==> src/hdl/hmp_pkg.sv <==
package hmp_pkg;
    // host port modes, chosen by straps at reset release
    typedef enum logic [1:0] {
        HMP_MODE_NONE,
        HMP_MODE_MII,
        HMP_MODE_RMII,
        HMP_MODE_FIFO
    } hmp_mode_t;

    // strap codes, first strap is the most significant bit
    localparam logic [2:0] STRAP_MII            = 3'h1;
    localparam logic [2:0] STRAP_RMII           = 3'h2;
    localparam logic [2:0] STRAP_FIFO           = 3'h3;

    // data widths per mode
    localparam int         BYTE_W               = 8;
    localparam int         NIBBLE_W             = 4;
    localparam int         DIBIT_W              = 2;

    // fifo strobe must be low for at least three port clock periods
    localparam logic [1:0] STROBE_MIN_EDGES     = 2'h3;

    // interframe gap before receive-valid
    localparam real        REF_CLK_MHZ          = 100.0;
    localparam real        IFG_US               = 0.96;
    localparam int         IFG_CYCLES           = int'(IFG_US * REF_CLK_MHZ);
    localparam int         IFG_CNT_W            = 8;

    // ethernet preamble and start-of-frame delimiter, in bytes
    localparam logic [7:0] PREAMBLE_BYTE        = 8'h55;
    localparam logic [7:0] START_DELIM_BYTE     = 8'hD5;
    localparam logic [2:0] PREAMBLE_BYTES       = 3'h7;

    // serialiser last step index per byte, counted from zero
    localparam logic [1:0] STEPS_MII            = 2'h1;
    localparam logic [1:0] STEPS_RMII           = 2'h3;
    localparam logic [1:0] STEPS_FIFO           = 2'h0;

    // reset values
    localparam logic [7:0] BYTE_RESET           = 8'h00;
endpackage : hmp_pkg

==> src/hdl/hmp_sync.sv <==
`timescale 1ns/1ps
// two flip-flop synchroniser, one per bit of the group
module hmp_sync #(
    parameter int WIDTH = 1
) (
    input  wire logic             ref_clk,
    input  wire logic             reset_n,
    input  wire logic [WIDTH-1:0] async_in,
    output logic      [WIDTH-1:0] sync_out
);
    logic [WIDTH-1:0] stage_one;

    // stage_one is read by the second flop only
    genvar i;
    generate
        for (i = 0; i < WIDTH; i++) begin : g_bit
            always_ff @(posedge ref_clk or negedge reset_n) begin
                if (!reset_n) begin
                    stage_one[i] <= 1'b0;
                    sync_out[i]  <= 1'b0;
                end else begin
                    stage_one[i] <= async_in[i];
                    sync_out[i]  <= stage_one[i];
                end
            end
        end
    endgenerate
endmodule : hmp_sync

==> src/hdl/hmp_host_port.sv <==
`timescale 1ns/1ps
// Overview of operation
// RQ1: transfers are half duplex, paced by carrier sense; host sends only when low.
// RQ2: host waits while a received frame is delivered until carrier sense drops.
// RQ3: back-to-back host frames spaced by one frame time plus interframe gap.
// RQ4: no collision output and no transmit-error input; failures handled inside.
// RQ5: one shared port clock serves both transmit and receive directions.
// RQ6: mii mode moves four bits per port clock at 2.5 or 25 MHz.
// RQ7: reduced mii moves two bits per port clock at 5 or 50 MHz.
// RQ8: fifo mode moves one byte per rising edge of low-active strobes.
// RQ9: fifo strobes shorter than three port clock periods are ignored.
// RQ10: straps 001 select mii, 010 reduced mii, 011 fifo.
// RQ11: mii transmit nibbles sampled synchronously from four data lines.
// RQ12: transmit enable frames each packet; data sampled while it is high.
// RQ13: carrier sense high while powerline traffic is present.
// RQ14: carrier sense held high for the whole transmit packet.
// RQ15: received frames start with preamble then start-of-frame delimiter.
// RQ16: receive valid high only while presented data is frame data.
// RQ17: receive error flags a decoding error in the delivered stream.
// RQ18: receive valid never asserted while transmit enable is high.
// RQ19: interframe gap of 0.96 us before raising receive valid.
// RQ20: reset holds carrier sense, valid and error low, drops partial frames.
// RQ21: straps sampled once at reset release, mode kept until next reset.
module hmp_host_port (
    input  wire logic       ref_clk,
    input  wire logic       reset_n,
    input  wire logic [2:0] mode_straps,
    input  wire logic       host_port_clock,
    input  wire logic       host_tx_frame_enable,
    input  wire logic       fifo_write_strobe_n,
    input  wire logic       fifo_read_strobe_n,
    input  wire logic       fifo_select_n,
    input  wire logic [7:0] host_data_bus_in,
    output logic      [7:0] host_data_bus_out,
    output logic            host_data_bus_oe,
    output logic            host_carrier_sense,
    output logic            host_rx_valid,
    output logic            host_rx_error,
    input  wire logic       line_busy,
    output logic      [7:0] tx_byte,
    output logic            tx_byte_valid,
    output logic            tx_frame_end,
    input  wire logic       rx_pending,
    input  wire logic [7:0] rx_byte,
    input  wire logic       rx_byte_last,
    input  wire logic       rx_byte_error,
    output logic            rx_byte_taken
);
    typedef enum {
        HMP_IDLE,
        HMP_TX,
        HMP_RX_GAP,
        HMP_RX_PRE,
        HMP_RX_DATA
    } hmp_state_t;

    hmp_state_t            state;
    hmp_pkg::hmp_mode_t    mode;
    logic                  mode_taken;
    logic [1:0]            rel_pipe;
    logic [7:0]            data_s;
    logic [2:0]            straps_s;
    logic                  clk_s;
    logic                  txen_s;
    logic                  wr_s;
    logic                  rd_s;
    logic                  cs_s;
    logic                  clk_d;
    logic [1:0]            wr_low;
    logic [1:0]            rd_low;
    logic                  wr_d;
    logic                  rd_d;
    logic                  txen_d;
    logic [7:0]            shift;
    logic [1:0]            step;
    logic [7:0]            out_byte;
    logic [2:0]            pre_cnt;
    logic [hmp_pkg::IFG_CNT_W-1:0] gap_cnt;
    logic                  rx_last_seen;

    // every pin input crosses two flops before use
    hmp_sync #(.WIDTH(16)) u_sync (
        .ref_clk  (ref_clk),
        .reset_n  (reset_n),
        .async_in ({host_data_bus_in, mode_straps, host_port_clock,
                    host_tx_frame_enable, fifo_write_strobe_n, fifo_read_strobe_n,
                    fifo_select_n}),
        .sync_out ({data_s, straps_s, clk_s, txen_s, wr_s, rd_s, cs_s})
    );

    // one shared port clock for both directions, rising edge found here [RQ5]
    wire clk_rise  = clk_s & ~clk_d;
    wire is_fifo   = (mode == hmp_pkg::HMP_MODE_FIFO);
    wire is_mii    = (mode == hmp_pkg::HMP_MODE_MII);
    wire is_rmii   = (mode == hmp_pkg::HMP_MODE_RMII);
    wire serial    = is_mii | is_rmii;
    wire [1:0] last_step = is_mii ? hmp_pkg::STEPS_MII : hmp_pkg::STEPS_RMII;
    // fifo strobes valid only after three low port clocks [RQ9]
    wire wr_ok     = (wr_low == hmp_pkg::STROBE_MIN_EDGES);
    wire rd_ok     = (rd_low == hmp_pkg::STROBE_MIN_EDGES);
    // byte moves on strobe rising edge [RQ8]
    wire wr_rise   = is_fifo & ~cs_s & wr_s & ~wr_d & wr_ok;
    wire rd_rise   = is_fifo & ~cs_s & rd_s & ~rd_d & rd_ok;
    // transmit framing: serial modes use enable, fifo starts on a write strobe and ends when select goes high [RQ12]
    wire tx_start  = serial ? (txen_s & clk_rise) : wr_rise;
    wire tx_end    = serial & ~txen_s & txen_d;
    // receive step advances on port clock or on an accepted read strobe [RQ15]
    wire rx_adv    = serial ? clk_rise : rd_rise;
    wire byte_done = is_fifo | (step == last_step);
    wire [7:0] next_shift = is_mii ? {data_s[3:0], shift[7:4]}
                                   : {data_s[1:0], shift[7:2]};

    // straps caught once, after the synchroniser has filled with pin values [RQ21]
    always_ff @(posedge ref_clk or negedge reset_n) begin
        if (!reset_n) begin
            mode       <= hmp_pkg::HMP_MODE_NONE;
            mode_taken <= 1'b0;
            rel_pipe   <= 2'h0;
        end else begin
            rel_pipe <= {rel_pipe[0], 1'b1};
            if (rel_pipe[1] && !mode_taken) begin
                mode_taken <= 1'b1;
                case (straps_s)                                 // [RQ10]
                    hmp_pkg::STRAP_MII:  mode <= hmp_pkg::HMP_MODE_MII;
                    hmp_pkg::STRAP_RMII: mode <= hmp_pkg::HMP_MODE_RMII;
                    hmp_pkg::STRAP_FIFO: mode <= hmp_pkg::HMP_MODE_FIFO;
                    default:             mode <= hmp_pkg::HMP_MODE_NONE;
                endcase
            end
        end
    end

    // edge history and strobe low-width counters
    always_ff @(posedge ref_clk or negedge reset_n) begin
        if (!reset_n) begin
            clk_d  <= 1'b0;
            wr_d   <= 1'b1;
            rd_d   <= 1'b1;
            txen_d <= 1'b0;
            wr_low <= 2'h0;
            rd_low <= 2'h0;
        end else begin
            clk_d  <= clk_s;
            wr_d   <= wr_s;
            rd_d   <= rd_s;
            txen_d <= txen_s;
            if (wr_s)
                wr_low <= 2'h0;
            else if (clk_rise && !wr_ok)
                wr_low <= wr_low + 2'h1;                        // [RQ9]
            if (rd_s)
                rd_low <= 2'h0;
            else if (clk_rise && !rd_ok)
                rd_low <= rd_low + 2'h1;                        // [RQ9]
        end
    end

    // frame state machine; reset drops any partial frame [RQ20]
    always_ff @(posedge ref_clk or negedge reset_n) begin
        if (!reset_n) begin
            state        <= HMP_IDLE;
            step         <= 2'h0;
            shift        <= hmp_pkg::BYTE_RESET;
            tx_byte      <= hmp_pkg::BYTE_RESET;
            tx_byte_valid <= 1'b0;
            tx_frame_end <= 1'b0;
            rx_byte_taken <= 1'b0;
            out_byte     <= hmp_pkg::BYTE_RESET;
            pre_cnt      <= 3'h0;
            gap_cnt      <= '0;
            rx_last_seen <= 1'b0;
            host_rx_valid <= 1'b0;
            host_rx_error <= 1'b0;
        end else begin
            tx_byte_valid <= 1'b0;
            tx_frame_end  <= 1'b0;
            rx_byte_taken <= 1'b0;
            case (state)
                HMP_IDLE: begin
                    step    <= 2'h0;
                    gap_cnt <= '0;
                    // a host frame has priority once started [RQ1]
                    if (tx_start) begin
                        state <= HMP_TX;
                        if (serial) begin
                            shift <= next_shift;                // [RQ11]
                            step  <= 2'h1;
                        end else begin
                            tx_byte       <= data_s;
                            tx_byte_valid <= 1'b1;
                        end
                    end else if (rx_pending && !txen_s) begin
                        state <= HMP_RX_GAP;
                    end
                end
                HMP_TX: begin
                    if (serial && txen_s && clk_rise) begin
                        // nibble or dibit sampled while enable is high [RQ12]
                        shift <= next_shift;
                        step  <= (step == last_step) ? 2'h0 : step + 2'h1;
                        if (step == last_step) begin            // [RQ6] [RQ7]
                            tx_byte       <= next_shift;
                            tx_byte_valid <= 1'b1;
                        end
                    end else if (wr_rise) begin
                        tx_byte       <= data_s;
                        tx_byte_valid <= 1'b1;
                    end
                    if (tx_end || (is_fifo && cs_s)) begin
                        state        <= HMP_IDLE;
                        tx_frame_end <= 1'b1;
                    end
                end
                HMP_RX_GAP: begin
                    // defer to a fresh transmit enable, then a full gap [RQ19]
                    if (txen_s)
                        gap_cnt <= '0;
                    else if (gap_cnt == hmp_pkg::IFG_CNT_W'(hmp_pkg::IFG_CYCLES - 1)) begin
                        state    <= HMP_RX_PRE;
                        pre_cnt  <= 3'h0;
                        step     <= 2'h0;
                        out_byte <= hmp_pkg::PREAMBLE_BYTE;
                    end else
                        gap_cnt <= gap_cnt + 1'b1;
                end
                HMP_RX_PRE, HMP_RX_DATA: begin
                    // valid rises just after a port clock edge in serial modes (at once in fifo mode), so the host's
                    // next sample still sees the first nibble [RQ16] [RQ18]
                    if (!host_rx_valid) begin
                        host_rx_valid <= clk_rise | is_fifo;
                    end else if (rx_adv) begin
                        step <= byte_done ? 2'h0 : step + 2'h1;
                        if (byte_done && state == HMP_RX_PRE) begin
                            // seven preamble bytes then the delimiter [RQ15]
                            pre_cnt  <= pre_cnt + 3'h1;
                            out_byte <= (pre_cnt == hmp_pkg::PREAMBLE_BYTES - 3'h1)
                                        ? hmp_pkg::START_DELIM_BYTE
                                        : hmp_pkg::PREAMBLE_BYTE;
                            if (pre_cnt == hmp_pkg::PREAMBLE_BYTES) begin
                                state         <= HMP_RX_DATA;
                                out_byte      <= rx_byte;
                                rx_byte_taken <= 1'b1;
                                rx_last_seen  <= rx_byte_last;
                                host_rx_error <= rx_byte_error; // [RQ17]
                            end
                        end else if (byte_done) begin
                            if (rx_last_seen) begin
                                state         <= HMP_IDLE;
                                host_rx_valid <= 1'b0;
                                host_rx_error <= 1'b0;
                            end else begin
                                out_byte      <= rx_byte;
                                rx_byte_taken <= 1'b1;
                                rx_last_seen  <= rx_byte_last;
                                host_rx_error <= rx_byte_error; // [RQ17]
                            end
                        end
                    end
                end
                default: state <= HMP_IDLE;
            endcase
        end
    end

    // presented receive data, low nibble or dibit first
    always_ff @(posedge ref_clk or negedge reset_n) begin
        if (!reset_n)
            host_data_bus_out <= hmp_pkg::BYTE_RESET;
        else if (is_mii)
            host_data_bus_out <= {4'h0, step[0] ? out_byte[7:4] : out_byte[3:0]};
        else if (is_rmii)
            host_data_bus_out <= {6'h00, out_byte[2*step +: 2]};
        else
            host_data_bus_out <= out_byte;
    end

    // bus driven only while a received frame is delivered
    assign host_data_bus_oe = host_rx_valid & (serial | (~cs_s & ~rd_s));

    // carrier sense: line traffic, transmit frame and receive seizure [RQ13] [RQ14] [RQ2]
    always_ff @(posedge ref_clk or negedge reset_n) begin
        if (!reset_n)
            host_carrier_sense <= 1'b0;                         // [RQ20]
        else
            host_carrier_sense <= line_busy | (state != HMP_IDLE) | tx_start;
    end

    // no collision or transmit-error pins exist on this port [RQ4]
endmodule : hmp_host_port

==> config.mk <==
export PLATFORM = sky130hd
export DESIGN_NAME = hmp_host_port
export DESIGN_NICKNAME = d
export VERILOG_FILES = /design/src/hdl/hmp_pkg.sv /design/src/hdl/hmp_sync.sv /design/src/hdl/hmp_host_port.sv
export SDC_FILE = /design/constraint.sdc
export NUM_CORES = 1
export LEC_CHECK = 0
export BUFFER_PORTS_ARGS = -buffer_cell sky130_fd_sc_hd__buf_2
export CAP_MARGIN = 20
export CORE_MARGIN = 2
export CORE_UTILIZATION = 60
export DETAILED_ROUTE_END_ITERATION = 8
export PLACE_DENSITY_LB_ADDON = 0.08
export SETUP_SLACK_MARGIN = 0.1
export SLEW_MARGIN = 10
export SYNTH_ARGS = -nofsm -noshare
export SYNTH_HDL_FRONTEND = slang
export SYNTH_SLANG_ARGS = --single-unit
export TNS_END_PERCENT = 10
==> constraint.sdc <==
create_clock -name ref_clk -period 6.72 [get_ports ref_clk]
set_input_delay 0.672 -clock ref_clk [delete_from_list [all_inputs] [get_ports ref_clk]]
set_output_delay 0.672 -clock ref_clk [all_outputs]
set_load 0.05 [all_outputs]
* After elaboration in Yosys (flattened, before gate mapping) *
Cells that the tools add are included.

storage, ports and cells
  bits in registers = 129
  input bits = 30
  output and inout bits = 23

operators by class
  $add $sub $neg = 5
  equality and inequality tests = 36
  shift operators = 1
  muxes and demuxes = 90
  bitwise logic cells = 25
  reductions and logical operators = 31

operators by type and width
  kind                                                  count
  2-to-1 mux 32 bit                                     11
  2-to-1 mux 8 bit                                      22
  one-hot mux 32 bit (4 select lines)                   1
  equality test 32 x 2 -> 1 bit, second input constant  2
  equality test 32 x 3 -> 1 bit, second input constant  2
  one-hot mux 8 bit (2 select lines)                    4
  equality test 32 x 1 -> 1 bit, second input constant  1
  zero test 32 bit                                      1
  nonzero test 32 bit                                   1
  2-to-1 mux 1 bit                                      30
  2-to-1 mux 2 bit                                      12
  != test 3 bit, second input constant                  7
  != test 2 bit, second input constant                  10
  2-to-1 mux 3 bit                                      5
  AND 1 bit                                             13
  AND reduction 6 bit                                   2
  nonzero test 2 bit                                    6
  AND reduction 5 bit                                   2
  AND reduction 9 bit                                   1
  adder 8 x 1 -> 8 bit, second input constant           1
  equality test 2 bit, second input constant            4
  equality test 8 x 7 -> 1 bit, second input constant   1
  logical AND 1 bit                                     8
  one-hot mux 2 bit (4 select lines)                    1
  other kinds (23)                                      40

* Logic depth before layout (Yosys ltp) *
Gate-level depths: netlist of the first run.

  depth in word-level cells = 9
  mapped depth = 9
  depth with buffers taken out = 8

* By module *
A second synthesis of the first run with hierarchy kept.

unflattened totals
  cell total of the unflattened synthesis = 359
  area, all modules = 4257.8 sq um

modules (own cells, without submodules)
  module         times used  cells an instance  area an instance (sq um)  seq. area each (sq um)
  hmp_host_port  1           327                3457.1                    1654.1
  hmp_sync       1           32                 800.8                     800.8

* Worst setup path before layout of the first run *
OpenSTA, ideal clock, no wires.

  path type = register -> register
  from = register mode[0]
  to = register tx_byte[0]
  library setup time = 0.125 ns
  arrival time = 1.992 ns
  data required time = 6.595 ns
  setup slack = 4.604 ns
  stages on the path, launching flop included = 8
  clock period less this slack = 2.116 ns
  cell sequence = dfrtp_1 -> inv_1 -> ha_1 -> and4bb_1 -> and3_1 -> o21ai_2 -> a21boi_4 -> mux2_2

between the ends
  word-level cells in the longest chain between the ends = 8
  elaborated cells between the ends (all ways) = 22
  classes of those cells = eq/ne (8); mux (6); bitwise (5); reduce/logical (3)

RTL lines
  item                           line                  source
  start: declaration             hmp_host_port.sv:58   hmp_pkg::hmp_mode_t mode;
  start signal: assignment       hmp_host_port.sv:116  mode <= hmp_pkg::HMP_MODE_NONE;
  start signal: assignment       hmp_host_port.sv:124  hmp_pkg::STRAP_MII: mode <= hmp_pkg::HMP_MODE_MII;
  start signal: assignment       hmp_host_port.sv:125  hmp_pkg::STRAP_RMII: mode <= hmp_pkg::HMP_MODE_RMII;
  equality test 2 bit            hmp_host_port.sv:93   wire is_fifo = (mode == hmp_pkg::HMP_MODE_FIFO);
  AND 1 bit (4 in series)        hmp_host_port.sv:102  wire wr_rise = is_fifo & ~cs_s & wr_s & ~wr_d & wr_ok;
  2-to-1 mux 1 bit               hmp_host_port.sv:105  wire tx_start = serial ? (txen_s & clk_rise) : wr_rise;
  != test 2 bit (no line)        --
  AND reduction 5 bit (no line)  --
  end signal: assignment         hmp_host_port.sv:164  tx_byte <= hmp_pkg::BYTE_RESET;
  end signal: assignment         hmp_host_port.sv:189  tx_byte <= data_s;
  end signal: assignment         hmp_host_port.sv:202  tx_byte <= next_shift;
  end: declaration               hmp_host_port.sv:40   output logic [7:0] tx_byte,

Parallel ways exist; a longest one is shown, timed or not. The select of a mux whose other input is x is not followed.
A chain may end at the register's enable or synchronous reset.

* Worst setup path after layout of the first run *
  from = register mode[1]
  to = register tx_byte[7]

Same word-level chain as after synthesis.

==> results of run 1 <==
[layout by cell type (no fill, tap or decap), types with 9 or more instances in the layout]
cell,Yosys,routed
inv_1,10,10
a21oi_1,12,12
nand2_1,34,34
clkbuf_8,0,10
o21ai_0,29,29
nor2_1,16,16
mux2_2,12,12
buf_2,3,51
dfrtp_1,96,96
ha_1,9,9
mux2i_1,11,11
[cells by family (layout without fill, tap and decap cells)]
| kind of cell | Yosys count | count (layout) | share of synthesized area |
|---|---|---|---|
| simple gates | 104 | 104 | 0.1376 |
| other cells | 1 | 1 | 0.0008909 |
| xor+xnor | 4 | 4 | 0.01011 |
| buf+inv | 21 | 80 | 0.02140 |
| fa+ha+maj | 9 | 9 | 0.02675 |
| flops | 98 | 98 | 0.5832 |
| compound gates | 88 | 88 | 0.1501 |
| mux | 25 | 25 | 0.06986 |
[per-stage QoR]
| stage | power, mW | hold WS (ns) | utilization | std cells |
|---|---|---|---|---|
| after global routing | 1.488 | 0.1758 | 0.6982 | 505 |
| after floorplan | 0.9639 | 0.3312 | - | 350 |
| final | 1.403 | 0.1645 | 0.6982 | 505 |
| after CTS | 1.415 | 0.1608 | 0.6982 | 505 |
| after global placement | 1.041 | 0.3316 | 0.6698 | 489 |
| after detailed placement | 1.049 | 0.3347 | 0.6698 | 489 |
[power by group through the flow]
stage | Combinational [mW] | Sequential [mW] | Clock (mW)
finish | 0.316 | 0.722 | 0.365
global route | 0.351 | 0.734 | 0.403
CTS | 0.319 | 0.721 | 0.375
detailed placement | 0.316 | 0.733 | 0
global placement | 0.312 | 0.729 | 0
floorplan | 0.228 | 0.736 | 0
[critical path: cells and delay by family, from the launching register on]
kind | cells | cell delay [ns]
adder cells (fa/ha/maj) | 1 | 0.75
AO/OA/AOI/OAI | 2 | 0.42
flip-flops | 1 | 0.41
multiplexers | 1 | 0.38
XOR/XNOR | 1 | 0.25
AND/OR/NAND/NOR | 1 | 0.20
buffers and inverters | 1 | 0.09
[metal layers]
| layer | part of all wire | up-vias |
|---|---|---|
| met3 | 0.036 | 13 |
| met5 | 0 | - |
| met1 | 0.46 | 1368 |
| met4 | 0.021 | 0 |
| met2 | 0.48 | 67 |
| li1 | - | 1372 |
[layout make-up]
| class | instances | area, µm² |
|---|---|---|
| Sequential cell | 98 | 2455 |
| Fill cell | 490 | 2051 |
| Multi-Input combinational cell | 231 | 1664 |
| Timing Repair Buffer | 53 | 270.3 |
| Clock buffer | 10 | 137.6 |
| Tap cell | 96 | 120.1 |
| Clock inverter | 6 | 55.05 |
| Inverter | 11 | 41.29 |
[registers in the layout (all words and copies together), names as in the netlist, 2 cells and up]
| signal | cells |
|---|---|
| gap_cnt | 8 |
| host_data_bus_out | 8 |
| mode | 2 |
| out_byte | 8 |
| pre_cnt | 3 |
| rd_low | 2 |
| rel_pipe | 2 |
| shift | 6 |
| state | 3 |
| step | 2 |
| tx_byte | 8 |
| u_sync.stage_one | 16 |
| u_sync.sync_out | 16 |
| wr_low | 2 |
[worst min-delay path by stage]
| stage | startpoint | depth (start not counted) | to | slack (ns) |
|---|---|---|---|---|
| CTS | reset_n | 1 | gap_cnt[6]$_DFFE_PN0P_ | 0.16 |
| global placement | u_sync.stage_one[2]$_DFF_PN0_ | 0 | u_sync.sync_out[2]$_DFF_PN0_ | 0.33 |
| global route | reset_n | 1 | pre_cnt[0]$_DFFE_PN0P_ | 0.18 |
| detailed placement | u_sync.stage_one[0]$_DFF_PN0_ | 0 | u_sync.sync_out[0]$_DFF_PN0_ | 0.33 |
| finish | reset_n | 1 | host_data_bus_out[7]$_DFF_PN0_ | 0.16 |
| floorplan | rel_pipe[0]$_DFF_PN0_ | 0 | rel_pipe[1]$_DFF_PN0_ | 0.33 |
==> flow_metrics.tcl, run 1 <==
set metrics [dict create \
    crit_path_start "mode[1]$_DFFE_PN0P_" \
    root_buffer "clkbuf_8" \
    rr_endpoint "tx_byte[7]$_DFFE_PN0P_" \
    clockPowerShare 0.260 \
    slowest_stage "ha_1" \
    drt_iter0_drc 105 \
    critPathArrivalTime_ns 2.87 \
    top_usage_layer "met2" \
    ys_top_cells_by_area "dfrtp_1 (57%), o21ai_0 (3.4%), mux2_2 (3.2%)" \
    ctsHoldBuffers 0 \
    syn_nets 389 \
    seq_area_frac_synth 0.5832 \
    antenna_found_initial 0 \
    switchingPower_mw 0.4830 \
    status "complete, no violations" \
    met2_usage 0.3375 \
    diodes 0 \
    clkTransAtPathRegs_ns 0.09 \
    ys_top_cells_by_count "dfrtp_1 (96), nand2_1 (34), o21ai_0 (29)" \
    clk_latency_ns 0.37 \
    cts_resized 0 \
    swShare 0.3442 \
    hpwl_um 5454 \
    ios 53 \
    pwr-share-seq 0.514 \
    gp_congestion 0.8352 \
    die_area_um2 7701 \
    synth_top_area_frac 0.5707 \
    grt_pass1_wl_um 13050 \
    holdCritPathClass "in -> async" \
    finalHoldViolCount 0 \
    place_area_um2 4551 \
    initial_core_util 0.6195 \
    clock_path_buffers 2 \
    max-vdd-ir-drop_mv 0.2460 \
    wl_per_cell_um 15.12 \
    cts_tree "yes" \
    routed_wl_um 7636 \
    cpPeakStageDelay_ns 0.75 \
    yosysWarnings 0 \
    internal_power_mw 0.9202 \
    maxSlewHeadroom 0.3742 \
    grtUsageTotal 0.2212 \
    synth.avg_cell_area_um2 12.03 \
    setup_violations 0 \
    cp_max_fo 18 \
    cp-start-kind "register" \
    slew_viol_final 0 \
    cts_max_level 3 \
    min_period_ns 2.614 \
    final_area_um2 4743 \
    max_freq_ghz 0.3825 \
    die_w_um 87.76 \
    drive_above_1_share 0.2494 \
    grt_pass1_vias 2734 \
    num_rows 30 \
    r2r_slack_ns 4.11 \
    critPathKind "reg -> reg" \
    comb_power_share 0.226 \
    power.leakage_nw 2.264 \
    post-route-period-util 0.3890 \
    crit_end "tx_byte[7]$_DFFE_PN0P_" \
    cts_setup_buffers 0 \
    synthCells 350 \
    ys_types 68 \
    cts_made_buffers 9 \
    path_cells "inv_1 > ha_1 > xor2_2 > and3_1 > o21ai_2 > a21boi_4 > mux2_2" \
    cp-end-kind "register" \
    worstRegToRegCells 7 \
    setup_tns_ns 0 \
    overflow 0 \
    synth_top_area_cell "dfrtp_1" \
    drtPass1Iterations 5 \
    clock_sinks 98 \
    dieHeight_um 87.76 \
    drc 0 \
    grtUsageMet1 0.3175 \
    vias_per_cell 5.584 \
    yosysMostFrequentCell "dfrtp_1" \
    syn2layout_area_growth_pct 12.69 \
    cap_violations 0 \
    fin_skew_ns 0.01177 \
    io_buffer_count 52 \
    powerDensity_nw_per_um2 295.8 \
    grt_setup_unrepaired "no" \
    synth-edff-count 0 \
    synth-seq-cells 98 \
    ys_async_sr_fraction 1.000 \
    tightest_slew_ns 0.9387 \
    r2r-start "mode[1]$_DFFE_PN0P_" \
    netlist_area_um2 4209 \
    critPathRequiredTime_ns 6.98 \
    met3_usage 0.03864 \
    synth_flop_cell "dfrtp_1" \
    worst_slack_ns 4.106 \
    finalNetCount 443 \
    ant_nets 0 \
    dpl_worst_slack_ns 4.124 \
    placeableCoreArea_um2 6794 \
    vias 2820 \
    grt_max_degree 80 \
]
Power figures use the tool's default switching activity.
==> inputs of run 2 (changes only) <==
Settings changed: ABC_AREA set to 1, CORE_UTILIZATION 60 to 57.
Clock period 6.72 ns to 2.5 ns, I/O delays scaled along.
==> run 2 against run 1 <==
  * Via count is 18% higher
  * Sequential power rose to 2.9 times the previous value
  * Global-route usage grew 0.36 points
  * Worst setup slack worse by 3.8 ns
  * Clock-buffer cell count unchanged
  * Total power grew to 3.7 times the previous value
  * Non-clock buffer count is 20 higher
  * Sequential share of layout area shrank 3.2 points
  * Die area is 7.1% higher
  * Hold slack got worse by 0.044 ns
  * Largest cell class unchanged
==> flow_metrics.tcl, run 2 <==
set metrics [dict create \
    synth_top_area_cell "dfrtp_1" \
    setup_violations 0 \
    cts_tree "yes" \
    power.leakage_nw 2.603 \
    critPathRequiredTime_ns 2.74 \
    cts_max_level 3 \
    synth-seq-cells 98 \
    final_area_um2 5052 \
    vias_per_cell 4.970 \
    ys_types 35 \
    dp.cells 636 \
    synth_top_area_frac 0.5591 \
    diodes 0 \
    cap_violations 0 \
    cp_max_fo 16 \
    drc 0 \
    final_cell_mix "nand2_1 (140), dfrtp_1 (96), inv_1 (62), buf_2 (51), nor2_1 (37)" \
    die_w_um 90.82 \
    powerDensity_nw_per_um2 1033 \
    hpwl_um 6032 \
    max-vdd-ir-drop_mv 0.6207 \
    switchingPower_mw 2.297 \
    io_buffer_count 52 \
    wl_per_cell_um 12.49 \
    status "complete, no violations" \
    largestRegisters "u_sync.stage_one x16, u_sync.sync_out x16" \
    fin_cells 670 \
    vias 3330 \
    clock_sinks 98 \
    tightest_slew_ns 0.5003 \
    num_rows 31 \
    fin_skew_ns 0.01370 \
    final_util 0.6929 \
    ys_top_cells_by_area "dfrtp_1 (56%), nand2_1 (12%), inv_1 (5.4%)" \
    holdCritPathClass "in -> reg" \
    netlist_area_um2 4297 \
    place_area_um2 4671 \
    worstRegToRegCells 11 \
    synth_flop_cell "dfrtp_1" \
    hold_end "host_carrier_sense$_DFF_PN0_" \
    critPathArrivalTime_ns 2.47 \
    internal_power_mw 2.924 \
    root_buffer "clkbuf_8" \
    antenna_found_initial 0 \
    clockPowerShare 0.183 \
    hold_start "line_busy" \
    comb_power_share 0.410 \
    drtPass1Iterations 4 \
    grtUsageTotal 0.2248 \
    ant_nets 0 \
    clkTransAtPathRegs_ns 0.10 \
    synth-edff-count 0 \
    seq_area_frac_synth 0.5713 \
    yosysMostFrequentCell "nand2_1" \
    grt_setup_unrepaired "yes" \
    swShare 0.4400 \
    critPathKind "reg -> reg" \
    ys_async_sr_fraction 1.000 \
    placeableCoreArea_um2 7292 \
    gp_congestion 0.9229 \
    syn_nets 529 \
    rr_endpoint "out_byte[6]$_DFFE_PN0P_" \
    routed_wl_um 8368 \
    syn2layout_area_growth_pct 17.59 \
    die_area_um2 8248 \
    setup_tns_ns 0 \
    clock_path_buffers 2 \
    initial_core_util 0.5892 \
    clk_latency_ns 0.36 \
    drt_iter0_drc 153 \
    finalHoldViolCount 0 \
    pwr-share-seq 0.407 \
    synthCells 490 \
    maxSlewHeadroom 0.6665 \
    ios 53 \
    cp-end-kind "register" \
    slew_viol_final 0 \
    synth.avg_cell_area_um2 8.769 \
    r2r-start "mode[1]$_DFFE_PN0P_" \
    grt_pass1_wl_um 14840 \
    cp-start-kind "register" \
    yosysWarnings 0 \
    drive_above_1_share 0.1804 \
    holdPathStages 2 \
    max_freq_ghz 0.4474 \
    grt_max_degree 61 \
    min_period_ns 2.235 \
    final_common_cell "nand2_1" \
    dieHeight_um 90.82 \
    grt_pass1_vias 3326 \
    post-route-period-util 0.8941 \
    finalNetCount 605 \
    r2r_slack_ns 0.26 \
    overflow 0 \
    ys_top_cells_by_count "nand2_1 (140), dfrtp_1 (96), inv_1 (62)" \
    cts_made_buffers 9 \
]
run 2: critical path: stages (launching register included):
cell and delay, ns:
dfrtp_1 0.41, inv_1 0.09, ha_1 0.25, inv_2 0.10, nand2_1 0.07, nand3_1 0.12
nand2_1 0.14, nand2_1 0.16, nand3_1 0.18, nand3_2 0.34, nand2_1 0.19, o21ai_2 0.06
run 2: cell families (layout without fill, tap and decap cells):
| group | count (synthesis) | in the layout | share of synthesized area |
|---|---|---|---|
| buffers and inverters | 79 | 160 | 0.07309 |
| other | 1 | 1 | 0.0008728 |
| DFF | 98 | 98 | 0.5713 |
| adders and majority gates | 9 | 9 | 0.02621 |
| AOI/OAI and AO/OA | 78 | 78 | 0.1095 |
| and+or+nand+nor | 225 | 225 | 0.2190 |
run 2: how the worst max path moves through the flow:
stage | startpoint | end | slack (ns) | cells after the start
2_1_floorplan | mode[0]$_DFFE_PN0P_ | tx_byte[0]$_DFFE_PN0P_ | 0.67 | 11
3_3_place_gp | mode[0]$_DFFE_PN0P_ | shift[5]$_DFFE_PN0P_ | 0.39 | 9
3_5_place_dp | mode[0]$_DFFE_PN0P_ | shift[7]$_DFFE_PN0P_ | 0.24 | 9
4_1_cts | mode[0]$_DFFE_PN0P_ | shift[4]$_DFFE_PN0P_ | 0.20 | 9
5_1_grt | mode[1]$_DFFE_PN0P_ | out_byte[5]$_DFFE_PN0P_ | 0.08 | 11
6_report | mode[1]$_DFFE_PN0P_ | out_byte[6]$_DFFE_PN0P_ | 0.26 | 11
run 2: metrics by stage:
stage               hold slack, ns  worst slack (ns)  power (mW)
floorplan                 -0.04559            0.6715       3.767
global placement            0.2449            0.3858       4.207
detailed placement          0.2516            0.2357       4.259
CTS                         0.1076            0.2003       5.239
global route               0.09731           0.08082       5.599
finish                      0.1201            0.2648       5.221
run 2: what timing repair did:
action / in CTS / in global routing
resized for setup: 0 / 1
setup buffers: 0 / 1
hold buffers: 17 / 0
endpoints found under the hold margin: 52 / 0
setup endpoints to repair: 0 / 10
run 2: area by class of cell:
| type | instances | area [µm²] |
|---|---|---|
| Sequential cell | 98 | 2455 |
| Clock inverter | 6 | 46.29 |
| Tap cell | 99 | 123.9 |
| Inverter | 71 | 266.5 |
| Clock buffer | 10 | 137.6 |
| Timing Repair Buffer | 73 | 488.0 |
| Multi-Input combinational cell | 313 | 1535 |
| Fill cell | 594 | 2240 |
run 2: power groups by stage:
stage / combinational [mW] / clock, mW / sequential (mW)
after floorplan: 1.18 / 0 / 2.59
after global placement: 2.06 / 0 / 2.14
after detailed placement: 2.11 / 0 / 2.15
after CTS: 2.13 / 0.984 / 2.12
after global routing: 2.38 / 1.06 / 2.16
final: 2.14 / 0.957 / 2.12
run 2: per-layer routing:
| metal | part of all wire | vias up | track usage | wire, µm |
|---|---|---|---|---|
| li1 | - | 1704 | - | - |
| met1 | 0.45 | 1542 | 0.2954 | 3782 |
| met2 | 0.50 | 74 | 0.3738 | 4165 |
| met3 | 0.038 | 10 | 0.04758 | 320 |
| met4 | 0.012 | 0 | 0.07702 | 99 |
| met5 | 0 | - | 0 | 0 |
